File: config.mk
export PLATFORM = sky130hd
export DESIGN_NAME = brownout_monitor_control
export DESIGN_NICKNAME = d
export VERILOG_FILES = /design/src/hdl/brownout_pkg.sv /design/src/hdl/brownout_monitor_control.sv
export VERILOG_INCLUDE_DIRS = /design/src /design/src/hdl
export SDC_FILE = /design/constraint.sdc
export NUM_CORES = 1
export LEC_CHECK = 0
export BUFFER_PORTS_ARGS = -buffer_cell sky130_fd_sc_hd__buf_2
export CORE_UTILIZATION = 50
export DETAILED_ROUTE_END_ITERATION = 6
export HOLD_SLACK_MARGIN = 0.1
export PLACE_DENSITY = 0.85
export SYNTH_ARGS = -nofsm -noshare
export SYNTH_HDL_FRONTEND = slang
export SYNTH_SLANG_ARGS = --single-unit
export TNS_END_PERCENT = 20
File: constraint.sdc
create_clock -name clk -period 4.1 [get_ports clk]
set_input_delay 0.41 -clock clk [delete_from_list [all_inputs] [get_ports clk]]
set_output_delay 0.41 -clock clk [all_outputs]
set_load 0.005 [all_outputs]
File: src/hdl/brownout_regs.svh
`ifndef BROWNOUT_REGS_SVH
`define BROWNOUT_REGS_SVH

// register indices; byte address is four times the index
`define IDX_MODE_CTRL   4'h0
`define IDX_LEVEL       4'h1
`define IDX_MARGIN      4'h8
`define IDX_IRQ_CTRL    4'h9
`define IDX_IRQ_FLAGS   4'hA
`define IDX_STATUS      4'hB
`define IDX_IRQ_CLEAR   4'hC

// field positions
`define F_RATE          4
`define F_AWAKE_HI      3
`define F_AWAKE_LO      2
`define F_SLEEP_HI      1
`define F_SLEEP_LO      0
`define F_LEVEL_HI      2
`define F_MARGIN_HI     1
`define F_DIR_HI        2
`define F_DIR_LO        1
`define F_IE            0
`define F_FLAG          0
`define F_STAT          0

// reset values
`define MARGIN_RST      2'h0
`define DIR_RST         2'h0
`define GUARD_RST       3'h0

// timing
`define CLK_HZ          50000000
`define SAMPLE_FAST_HZ  1000
`define SAMPLE_SLOW_HZ  125
`define SAMPLE_CNT_W    19
`define GUARD_INSTR     3'h4

`endif

File: src/hdl/brownout_pkg.sv
package brownout_pkg;
	typedef enum logic [1:0] {
		DET_OFF  = 2'h0,
		DET_CONT = 2'h1,
		DET_SAMP = 2'h2,
		DET_HOLD = 2'h3
	} det_mode_t;

	typedef enum logic [1:0] {
		DIR_BELOW = 2'h0,
		DIR_ABOVE = 2'h1,
		DIR_CROSS = 2'h2,
		DIR_RSVD  = 2'h3
	} warn_dir_t;

	typedef enum logic [1:0] {
		PS_ACTIVE = 2'h0,
		PS_SLEEP  = 2'h1,
		PS_WAKE   = 2'h3
	} pwr_state_t;

	typedef struct packed {
		logic       sampleRateSel;
		det_mode_t  awakeMode;
		logic [1:0] sleepMode;
		logic [2:0] tripLevel;
	} fuse_cfg_t;

	typedef struct packed {
		det_mode_t  mode;
		logic       samplePulse;
		logic [2:0] tripLevel;
		logic [1:0] warningMargin;
	} det_ctrl_t;
endpackage : brownout_pkg

File: src/hdl/brownout_monitor_control.sv
// How it works
// - rate bit picks 1 kHz or 125 Hz
// - rate bit from fuse, read-only
// - awake mode bits 3:2 from fuse, read-only
// - awake encoding off/continuous/sampled/hold-at-wake
// - sleep mode bits 1:0 writable, 3 reserved
// - sleep mode reset value from fuse
// - trip level bits 2:0 from fuse, read-only
// - margin field places warning above trip level
// - direction field selects below/above/either crossing
// - flag set on selected crossing
// - flag sets only while detector enabled, write clears it any time except in a cycle where it sets
// - status bit is one when below warning
// - monitor follows detector mode and sampling
// - sleep mode in standby, awake mode after
// - sleep write only within four instructions of key
// - interrupt held while flag and enable set
//
// Decided for this implementation: the Avalon-MM slave port.
`timescale 1ns/1ps
`default_nettype none
`include "brownout_regs.svh"

module brownout_monitor_control
	import brownout_pkg::*;
#(
	parameter int unsigned FAST_CYC = `CLK_HZ / `SAMPLE_FAST_HZ,
	parameter int unsigned SLOW_CYC = `CLK_HZ / `SAMPLE_SLOW_HZ
) (
	input  wire logic        clk,
	input  wire logic        reset,
	input  wire logic [5:0]  address,
	input  wire logic        read,
	input  wire logic        write,
	input  wire logic [31:0] writedata,
	input  wire logic [3:0]  byteenable,
	output logic      [31:0] readdata,
	output logic             waitrequest,
	input  wire fuse_cfg_t   fuseCfg,
	input  wire logic        guardKeyWritten,
	input  wire logic        instrRetired,
	input  wire logic        deepSleep,
	input  wire logic        detectorReady,
	input  wire logic        belowWarning,
	output det_ctrl_t        detCtrl,
	output logic             cpuHold,
	output logic             irq
);

	function automatic logic isOn(input det_mode_t m);
		return m != DET_OFF;
	endfunction : isOn

	function automatic det_mode_t sleepEff(input logic [1:0] f);
		// reserved sleep code keeps the detector off
		return (f == DET_HOLD) ? DET_OFF : det_mode_t'(f);
	endfunction : sleepEff

	// bus slave: one wait state per access
	logic        ackR;
	logic        ack_nxt;
	logic [31:0] readdata_r;
	logic [31:0] readdata_nxt;
	logic [3:0]  idx;
	logic        wrEn;
	logic [7:0]  rdByte;

	// configuration
	logic       loadedR;
	logic       rate_r;
	det_mode_t  awake_r;
	logic [1:0] sleep_r;
	logic [2:0] level_r;
	logic [1:0] margin_r;
	warn_dir_t  dir_r;
	logic       ie_r;
	logic       loaded_nxt;
	logic       rate_nxt;
	det_mode_t  awake_nxt;
	logic [1:0] sleep_nxt;
	logic [2:0] level_nxt;
	logic [1:0] margin_nxt;
	warn_dir_t  dir_nxt;
	logic       ie_nxt;

	// protection window
	logic [2:0] guard_r;
	logic [2:0] guard_nxt;
	logic       guardOpen;
	logic       sleepWr;

	// power state and detector mode
	pwr_state_t state_r;
	pwr_state_t state_nxt;
	det_mode_t  mode_r;
	det_mode_t  mode_nxt;

	// sampler
	logic [`SAMPLE_CNT_W-1:0] cnt_r;
	logic [`SAMPLE_CNT_W-1:0] cnt_nxt;
	logic [`SAMPLE_CNT_W-1:0] period;
	logic                     pulse_r;
	logic                     pulse_nxt;

	// monitor
	logic status_r;
	logic status_nxt;
	logic flag_r;
	logic flag_nxt;
	logic take;
	logic setEv;
	logic clrEv;

	assign idx         = address[5:2];
	assign waitrequest = (read | write) & ~ackR;
	assign wrEn        = write & ackR & byteenable[0];
	assign readdata    = readdata_r;

	always_comb begin
		rdByte = 8'h00;
		unique case (idx)
			`IDX_MODE_CTRL: begin
				rdByte[`F_RATE]                  = rate_r;
				rdByte[`F_AWAKE_HI:`F_AWAKE_LO] = awake_r;
				rdByte[`F_SLEEP_HI:`F_SLEEP_LO] = sleep_r;
			end
			`IDX_LEVEL:     rdByte[`F_LEVEL_HI:0]         = level_r;
			`IDX_MARGIN:    rdByte[`F_MARGIN_HI:0]        = margin_r;
			`IDX_IRQ_CTRL: begin
				rdByte[`F_DIR_HI:`F_DIR_LO] = dir_r;
				rdByte[`F_IE]               = ie_r;
			end
			`IDX_IRQ_FLAGS: rdByte[`F_FLAG]               = flag_r;
			`IDX_STATUS:    rdByte[`F_STAT]               = status_r;
			default:        rdByte = 8'h00;
		endcase
	end

	always_comb begin
		ack_nxt      = (read | write) & ~ackR;
		readdata_nxt = readdata_r;
		if (read && !ackR) begin
			readdata_nxt = {24'h00_0000, rdByte};
		end
	end

	always_ff @(posedge clk or posedge reset) begin
		if (reset) begin
			ackR       <= 1'b0;
			readdata_r <= 32'h0000_0000;
		end else begin
			ackR       <= ack_nxt;
			readdata_r <= readdata_nxt;
		end
	end

	// key opens a window of instruction retirements
	assign guardOpen = guard_r != `GUARD_RST;
	assign sleepWr   = wrEn && idx == `IDX_MODE_CTRL;

	always_comb begin
		guard_nxt = guard_r;
		if (guardKeyWritten) begin
			guard_nxt = `GUARD_INSTR;
		end else if (sleepWr) begin
			guard_nxt = `GUARD_RST;
		end else if (instrRetired && guardOpen) begin
			guard_nxt = guard_r - 3'h1;
		end
	end

	always_ff @(posedge clk or posedge reset) begin
		if (reset) begin
			guard_r <= `GUARD_RST;
		end else begin
			guard_r <= guard_nxt;
		end
	end

	// fuse is captured on the first edge after reset release
	always_comb begin
		loaded_nxt = 1'b1;
		rate_nxt   = rate_r;
		awake_nxt  = awake_r;
		sleep_nxt  = sleep_r;
		level_nxt  = level_r;
		margin_nxt = margin_r;
		dir_nxt    = dir_r;
		ie_nxt     = ie_r;
		if (!loadedR) begin
			rate_nxt  = fuseCfg.sampleRateSel;
			awake_nxt = fuseCfg.awakeMode;
			sleep_nxt = fuseCfg.sleepMode;
			level_nxt = fuseCfg.tripLevel;
		end else if (wrEn) begin
			if (idx == `IDX_MODE_CTRL && guardOpen) begin
				sleep_nxt = writedata[`F_SLEEP_HI:`F_SLEEP_LO];
			end
			if (idx == `IDX_MARGIN) begin
				margin_nxt = writedata[`F_MARGIN_HI:0];
			end
			if (idx == `IDX_IRQ_CTRL) begin
				dir_nxt = warn_dir_t'(writedata[`F_DIR_HI:`F_DIR_LO]);
				ie_nxt  = writedata[`F_IE];
			end
		end
	end

	always_ff @(posedge clk or posedge reset) begin
		if (reset) begin
			loadedR  <= 1'b0;
			rate_r   <= 1'b0;
			awake_r  <= DET_OFF;
			sleep_r  <= 2'h0;
			level_r  <= 3'h0;
			margin_r <= `MARGIN_RST;
			dir_r    <= warn_dir_t'(`DIR_RST);
			ie_r     <= 1'b0;
		end else begin
			loadedR  <= loaded_nxt;
			rate_r   <= rate_nxt;
			awake_r  <= awake_nxt;
			sleep_r  <= sleep_nxt;
			level_r  <= level_nxt;
			margin_r <= margin_nxt;
			dir_r    <= dir_nxt;
			ie_r     <= ie_nxt;
		end
	end

	// standby/power-down tracking and hold at wake
	always_comb begin
		state_nxt = state_r;
		unique case (state_r)
			PS_ACTIVE: if (deepSleep) state_nxt = PS_SLEEP;
			PS_SLEEP:  if (!deepSleep) state_nxt = PS_WAKE;
			PS_WAKE: begin
				if (deepSleep) begin
					state_nxt = PS_SLEEP;
				end else if (awake_r != DET_HOLD || detectorReady) begin
					state_nxt = PS_ACTIVE;
				end
			end
			default:   state_nxt = PS_ACTIVE;
		endcase
		if (!loadedR) begin
			mode_nxt = DET_OFF;
		end else if (state_nxt == PS_SLEEP) begin
			mode_nxt = sleepEff(sleep_r);
		end else begin
			mode_nxt = awake_r;
		end
	end

	always_ff @(posedge clk or posedge reset) begin
		if (reset) begin
			state_r <= PS_ACTIVE;
			mode_r  <= DET_OFF;
		end else begin
			state_r <= state_nxt;
			mode_r  <= mode_nxt;
		end
	end

	assign cpuHold = state_r == PS_WAKE && awake_r == DET_HOLD;

	// sample strobe only in sampled mode
	assign period = rate_r ? `SAMPLE_CNT_W'(SLOW_CYC) : `SAMPLE_CNT_W'(FAST_CYC);

	always_comb begin
		cnt_nxt   = '0;
		pulse_nxt = 1'b0;
		if (mode_r == DET_SAMP) begin
			if (cnt_r == '0) begin
				pulse_nxt = 1'b1;
				cnt_nxt   = period - `SAMPLE_CNT_W'(1);
			end else begin
				cnt_nxt = cnt_r - `SAMPLE_CNT_W'(1);
			end
		end
	end

	always_ff @(posedge clk or posedge reset) begin
		if (reset) begin
			cnt_r   <= '0;
			pulse_r <= 1'b0;
		end else begin
			cnt_r   <= cnt_nxt;
			pulse_r <= pulse_nxt;
		end
	end

	// monitor only looks while the detector runs
	assign take  = isOn(mode_r) && detectorReady && (mode_r != DET_SAMP || pulse_r);
	assign clrEv = wrEn && writedata[`F_FLAG] &&
		(idx == `IDX_IRQ_FLAGS || idx == `IDX_IRQ_CLEAR);

	always_comb begin
		setEv = 1'b0;
		if (take) begin
			unique case (dir_r)
				DIR_BELOW: setEv = belowWarning && !status_r;
				DIR_ABOVE: setEv = !belowWarning && status_r;
				DIR_CROSS: setEv = belowWarning != status_r;
				DIR_RSVD:  setEv = 1'b0;
			endcase
		end
		status_nxt = take ? belowWarning : status_r;
		flag_nxt   = setEv | (flag_r & ~clrEv);
	end

	always_ff @(posedge clk or posedge reset) begin
		if (reset) begin
			status_r <= 1'b0;
			flag_r   <= 1'b0;
		end else begin
			status_r <= status_nxt;
			flag_r   <= flag_nxt;
		end
	end

	assign irq                   = flag_r & ie_r;
	assign detCtrl = '{mode: mode_r, samplePulse: pulse_r, tripLevel: level_r,
		warningMargin: margin_r};
endmodule : brownout_monitor_control
`default_nettype wire

==> reports/results.tsv <==
stage	metric	value	unit
hold_path	timing.hold.worst.class	input port to register	
clocking	clock_path_buffers	2	
detailed_routing	routed_wl	5420	um
sta	hold_viol	0	
clocking	h-tree-depth	2	
synth	synth.avg_cell_area	9.85	um2
power	share_of_power_burned_in_the_clock_network	23.4	%
layout	n_fill_cell	451	
layout	diodes	0	
detailed_routing	routed_wire_length_per_instance	13.8	um
setup_path	critical-path-top-delay-family	simple AND/OR/NAND/NOR gates	
setup_path	crit-reg2reg-launch	cnt_r[0]$_DFF_PP0_	
outcome	status	finished, final reports clean	
synth	synthDominantCellAreaShare	43.5	%
synth	yosys-top-cells-area	sky130_fd_sc_hd__dfrtp_1 44%, sky130_fd_sc_hd__buf_4 7.5%, sky130_fd_sc_hd__mux2_2 4.8%	
setup_path	worst_setup_path_end_kind	register	
placement	placed_cell_area	2940	um2
synth	post-synth-top-area-cell	sky130_fd_sc_hd__dfrtp_1	
detailed_routing	antenna_violating_nets_post_route	0	
clocking	clock_sinks	49	
synth	synth.area.mux_share	8.44	%
floorplanning	die_span_x	77.1	um
synth	synth_enable_flop_cells	0	
hold_path	hold_path.startpoint	guardKeyWritten	
clocking	post_cts_setup_inserts	0	
synth	proportion_of_synthesized_flip_flops_having_asynchronous_set_or_reset	100	%
detailed_routing	dr.pass1.iters	4	
clocking	clk_pin_slew_worst_paths	0.10	ns
power	power-per-cell-area	489	nW/um2
power	p_comb_share	34.9	%
power	peakVddDrop	0.000297	V
power	power.share.switching	35.9	%
grt	gr-total-overflow	0	
synth	synth_cell_types	52	
setup_path	crit_path_start	cnt_r[0]$_DFF_PP0_	
setup_path	worstPathRequired	4.32	ns
floorplanning	floorplan.die.height	77.1	um
synth	synth_top_flop_cell	sky130_fd_sc_hd__dfrtp_1	
power	power.share.sequential	41.7	%
clocking	clk_root_buffer_cell	sky130_fd_sc_hd__clkbuf_8	
sta	setup-tns-final	0	ns
synth	synth_seq_cells	49	
layout	mostFrequentLayoutCells	49 x sky130_fd_sc_hd__dfrtp_1, 40 x sky130_fd_sc_hd__buf_2, 28 x sky130_fd_sc_hd__conb_1	
grt	globalRouteMet3Util	5.00	%
grt	grt_usage	19.9	%
synth	synth_top_family_by_area	simple AND/OR/NAND/NOR gates	
layout	drive_gt1_share	21.7	%
synth	complex_gate_fraction_of_the_synthesized_area	13.5	%
setup_path	criticalPathCategory	register to register	
clocking	tritoncts	done	
grt	grt_antenna_before_repair	0	
synth	post_synth_and_or_nand_nor_area_fraction	19.5	%
setup_path	critPathLaunchType	register	
power	p_int	0.000957	W
synth	ys_warn_count	0	
grt	grtUsageMet2	33.9	%
grt	grt_first_pass_wirelength	9290	um
sta	rsz_0062_raised_after_global_routing	false	
sta	final_setup_vio_count	0	
layout	final_common_cell	sky130_fd_sc_hd__dfrtp_1	
floorplanning	rows	26	
sta	timing.final.max_slew_violations	0	
detailed_routing	drc_errors	0	
placement	detailedPlacementHpwl	4020	um
power	leakage	1.46	nW
sta	worst_slew_pin_slew	0.999	ns
clocking	cts_hold_buf	0	
sta	timing.final.crit_share	59.8	%
detailed_routing	detail_route.vias_per_cell	5.43	
clocking	worstSkewPairLatency	0.30	ns
floorplanning	fp.dieArea	5940	um2
grt	met1_usage	25.1	%
flow_run	max_cap_viol_count	0	
floorplanning	coreArea	5270	um2
placement	port_buffers	40	
detailed_routing	via_count	2128	
synth	yosys.area_share.adder	2.22	%
placement	finalWeightedCongestion	0.835	
sta	relSlewSlack	33.3	%
sta	max_freq	408	MHz
detailed_routing	drt_iter0_markers	171	
grt	grt_busiest_layer	met2	
sta	worst_clock_skew	0.0150	ns
setup_path	cp.buffers_inverters	1	
floorplanning	i_o_pin_count	102	
setup_path	crit_path_top_delay_cell	sky130_fd_sc_hd__or4b_1	
setup_path	signal_arrival_time_at_the_worst_endpoint	2.68	ns
setup_path	timing.critical_path.slowest_cell_delay	0.59	ns
grt	first_global_vias	1993	
synth	syn_inst	286	
synth	netlist_area	2820	um2
floorplanning	initial_utilization	53.4	%
clocking	cts_made_buffers	5	
synth	post_synth_xor_area_fraction	1.24	%
layout	num-nets-final	385	
sta	post-route-min-period	2.45	ns
layout	utilization	58.0	%
layout	syn_to_layout_area_delta	8.44	%
synth	seq_area_frac_synth	43.5	%
layout	layout.cell_area.non_filler	3050	um2
grt	largest_net_degree_at_the_start_of_global_routing	50	
power	switching_power	0.000535	W
setup_path	cp_common_cell	sky130_fd_sc_hd__or4b_1	
clocking	cts.repair.resized	0	
setup_path	timing.critical_path.cells	inv_1 > ha_1 > or4b_1 > or3_4 > or4b_1 > mux2i_1	
setup_path	cp_max_fo	6	
-- metrics by stage --
step / setup slack, ns / total power [W] / instances / hold WS, ns
after floorplan: 1.89 / 0.00104 / 312 / 0.434
after global placement: 1.79 / 0.00112 / 384 / 0.436
after detailed placement: 1.72 / 0.00115 / 384 / 0.451
after CTS: 1.66 / 0.00149 / 392 / 0.287
after global routing: 1.55 / 0.00160 / 392 / 0.288
final: 1.65 / 0.00149 / 392 / 0.285
-- synth_stat cells (all sizes together), types with 7 or more instances --
master	instances
mux2i	8
inv	14
nor2	16
a21oi	14
dfrtp	49
mux2	12
nor3	9
nor4	9
nand2	20
nand3	7
o21ai	13
buf	33
-- power groups by stage --
| stage | logic [W] | registers [W] | clock network (W) |
|---|---|---|---|
| after floorplan | 0.000436 | 0.000606 | 0 |
| after global placement | 0.000494 | 0.000625 | 0 |
| after detailed placement | 0.000515 | 0.000631 | 0 |
| after CTS | 0.000520 | 0.000621 | 0.000352 |
| after global routing | 0.000587 | 0.000634 | 0.000376 |
| final | 0.000521 | 0.000622 | 0.000349 |
-- worst paths after layout --
kind,endpoint,slack (ns),depth (start not counted)
worst max register to register,cnt_r[12]$_DFF_PP0_,1.65,6
worst min register to register,state_r[0]$_DFF_PP0_,0.47,1
min in group asynchronous,cnt_r[14]$_DFF_PP0_,0.33,2
max in group asynchronous,readdata[2]$_DFFE_PP0P_,3.14,2
worst min-delay path,guard_r[1]$_DFFE_PP0P_,0.28,2
worst max-delay path,cnt_r[12]$_DFF_PP0_,1.65,6
-- registers in the layout, summed over array words and instances (netlist names), 2 cells and up --
name and count:
awake_r 2, guard_r 3, readdata 5, cnt_r 19, dir_r 2, margin_r 2, state_r 2, mode_r 2
sleep_r 2, level_r 3
-- area by class of cell --
type / count / area (um2) / share of cell area (%)
clock buffers: 5 / 68.8 / 2.25
repair buffers: 41 / 208 / 6.80
flip-flops and latches: 49 / 1230 / 40.1
well taps: 70 / 87.6 / 2.87
clock inverters: 3 / 43.8 / 1.43
multi-input cells: 210 / 1370 / 44.8
inverters: 14 / 52.6 / 1.72
-- cell families (layout without fill, tap and decap cells) --
kind of cell | count (synthesis) | after routing
compound gates | 57 | 57
xor+xnor | 4 | 4
fa+ha+maj | 5 | 5
buf+inv | 53 | 63
flops | 49 | 49
mux | 21 | 21
other cells | 2 | 28
simple gates | 95 | 95
-- per-layer routing --
layer  vias to the layer above  wire length, um
met4                         0               51
met1                      1022             2300
met3                         5              245
li1                       1046                -
met2                        55             2820
met5                         -                0
No activity file was read; power rests on OpenSTA's default activity.
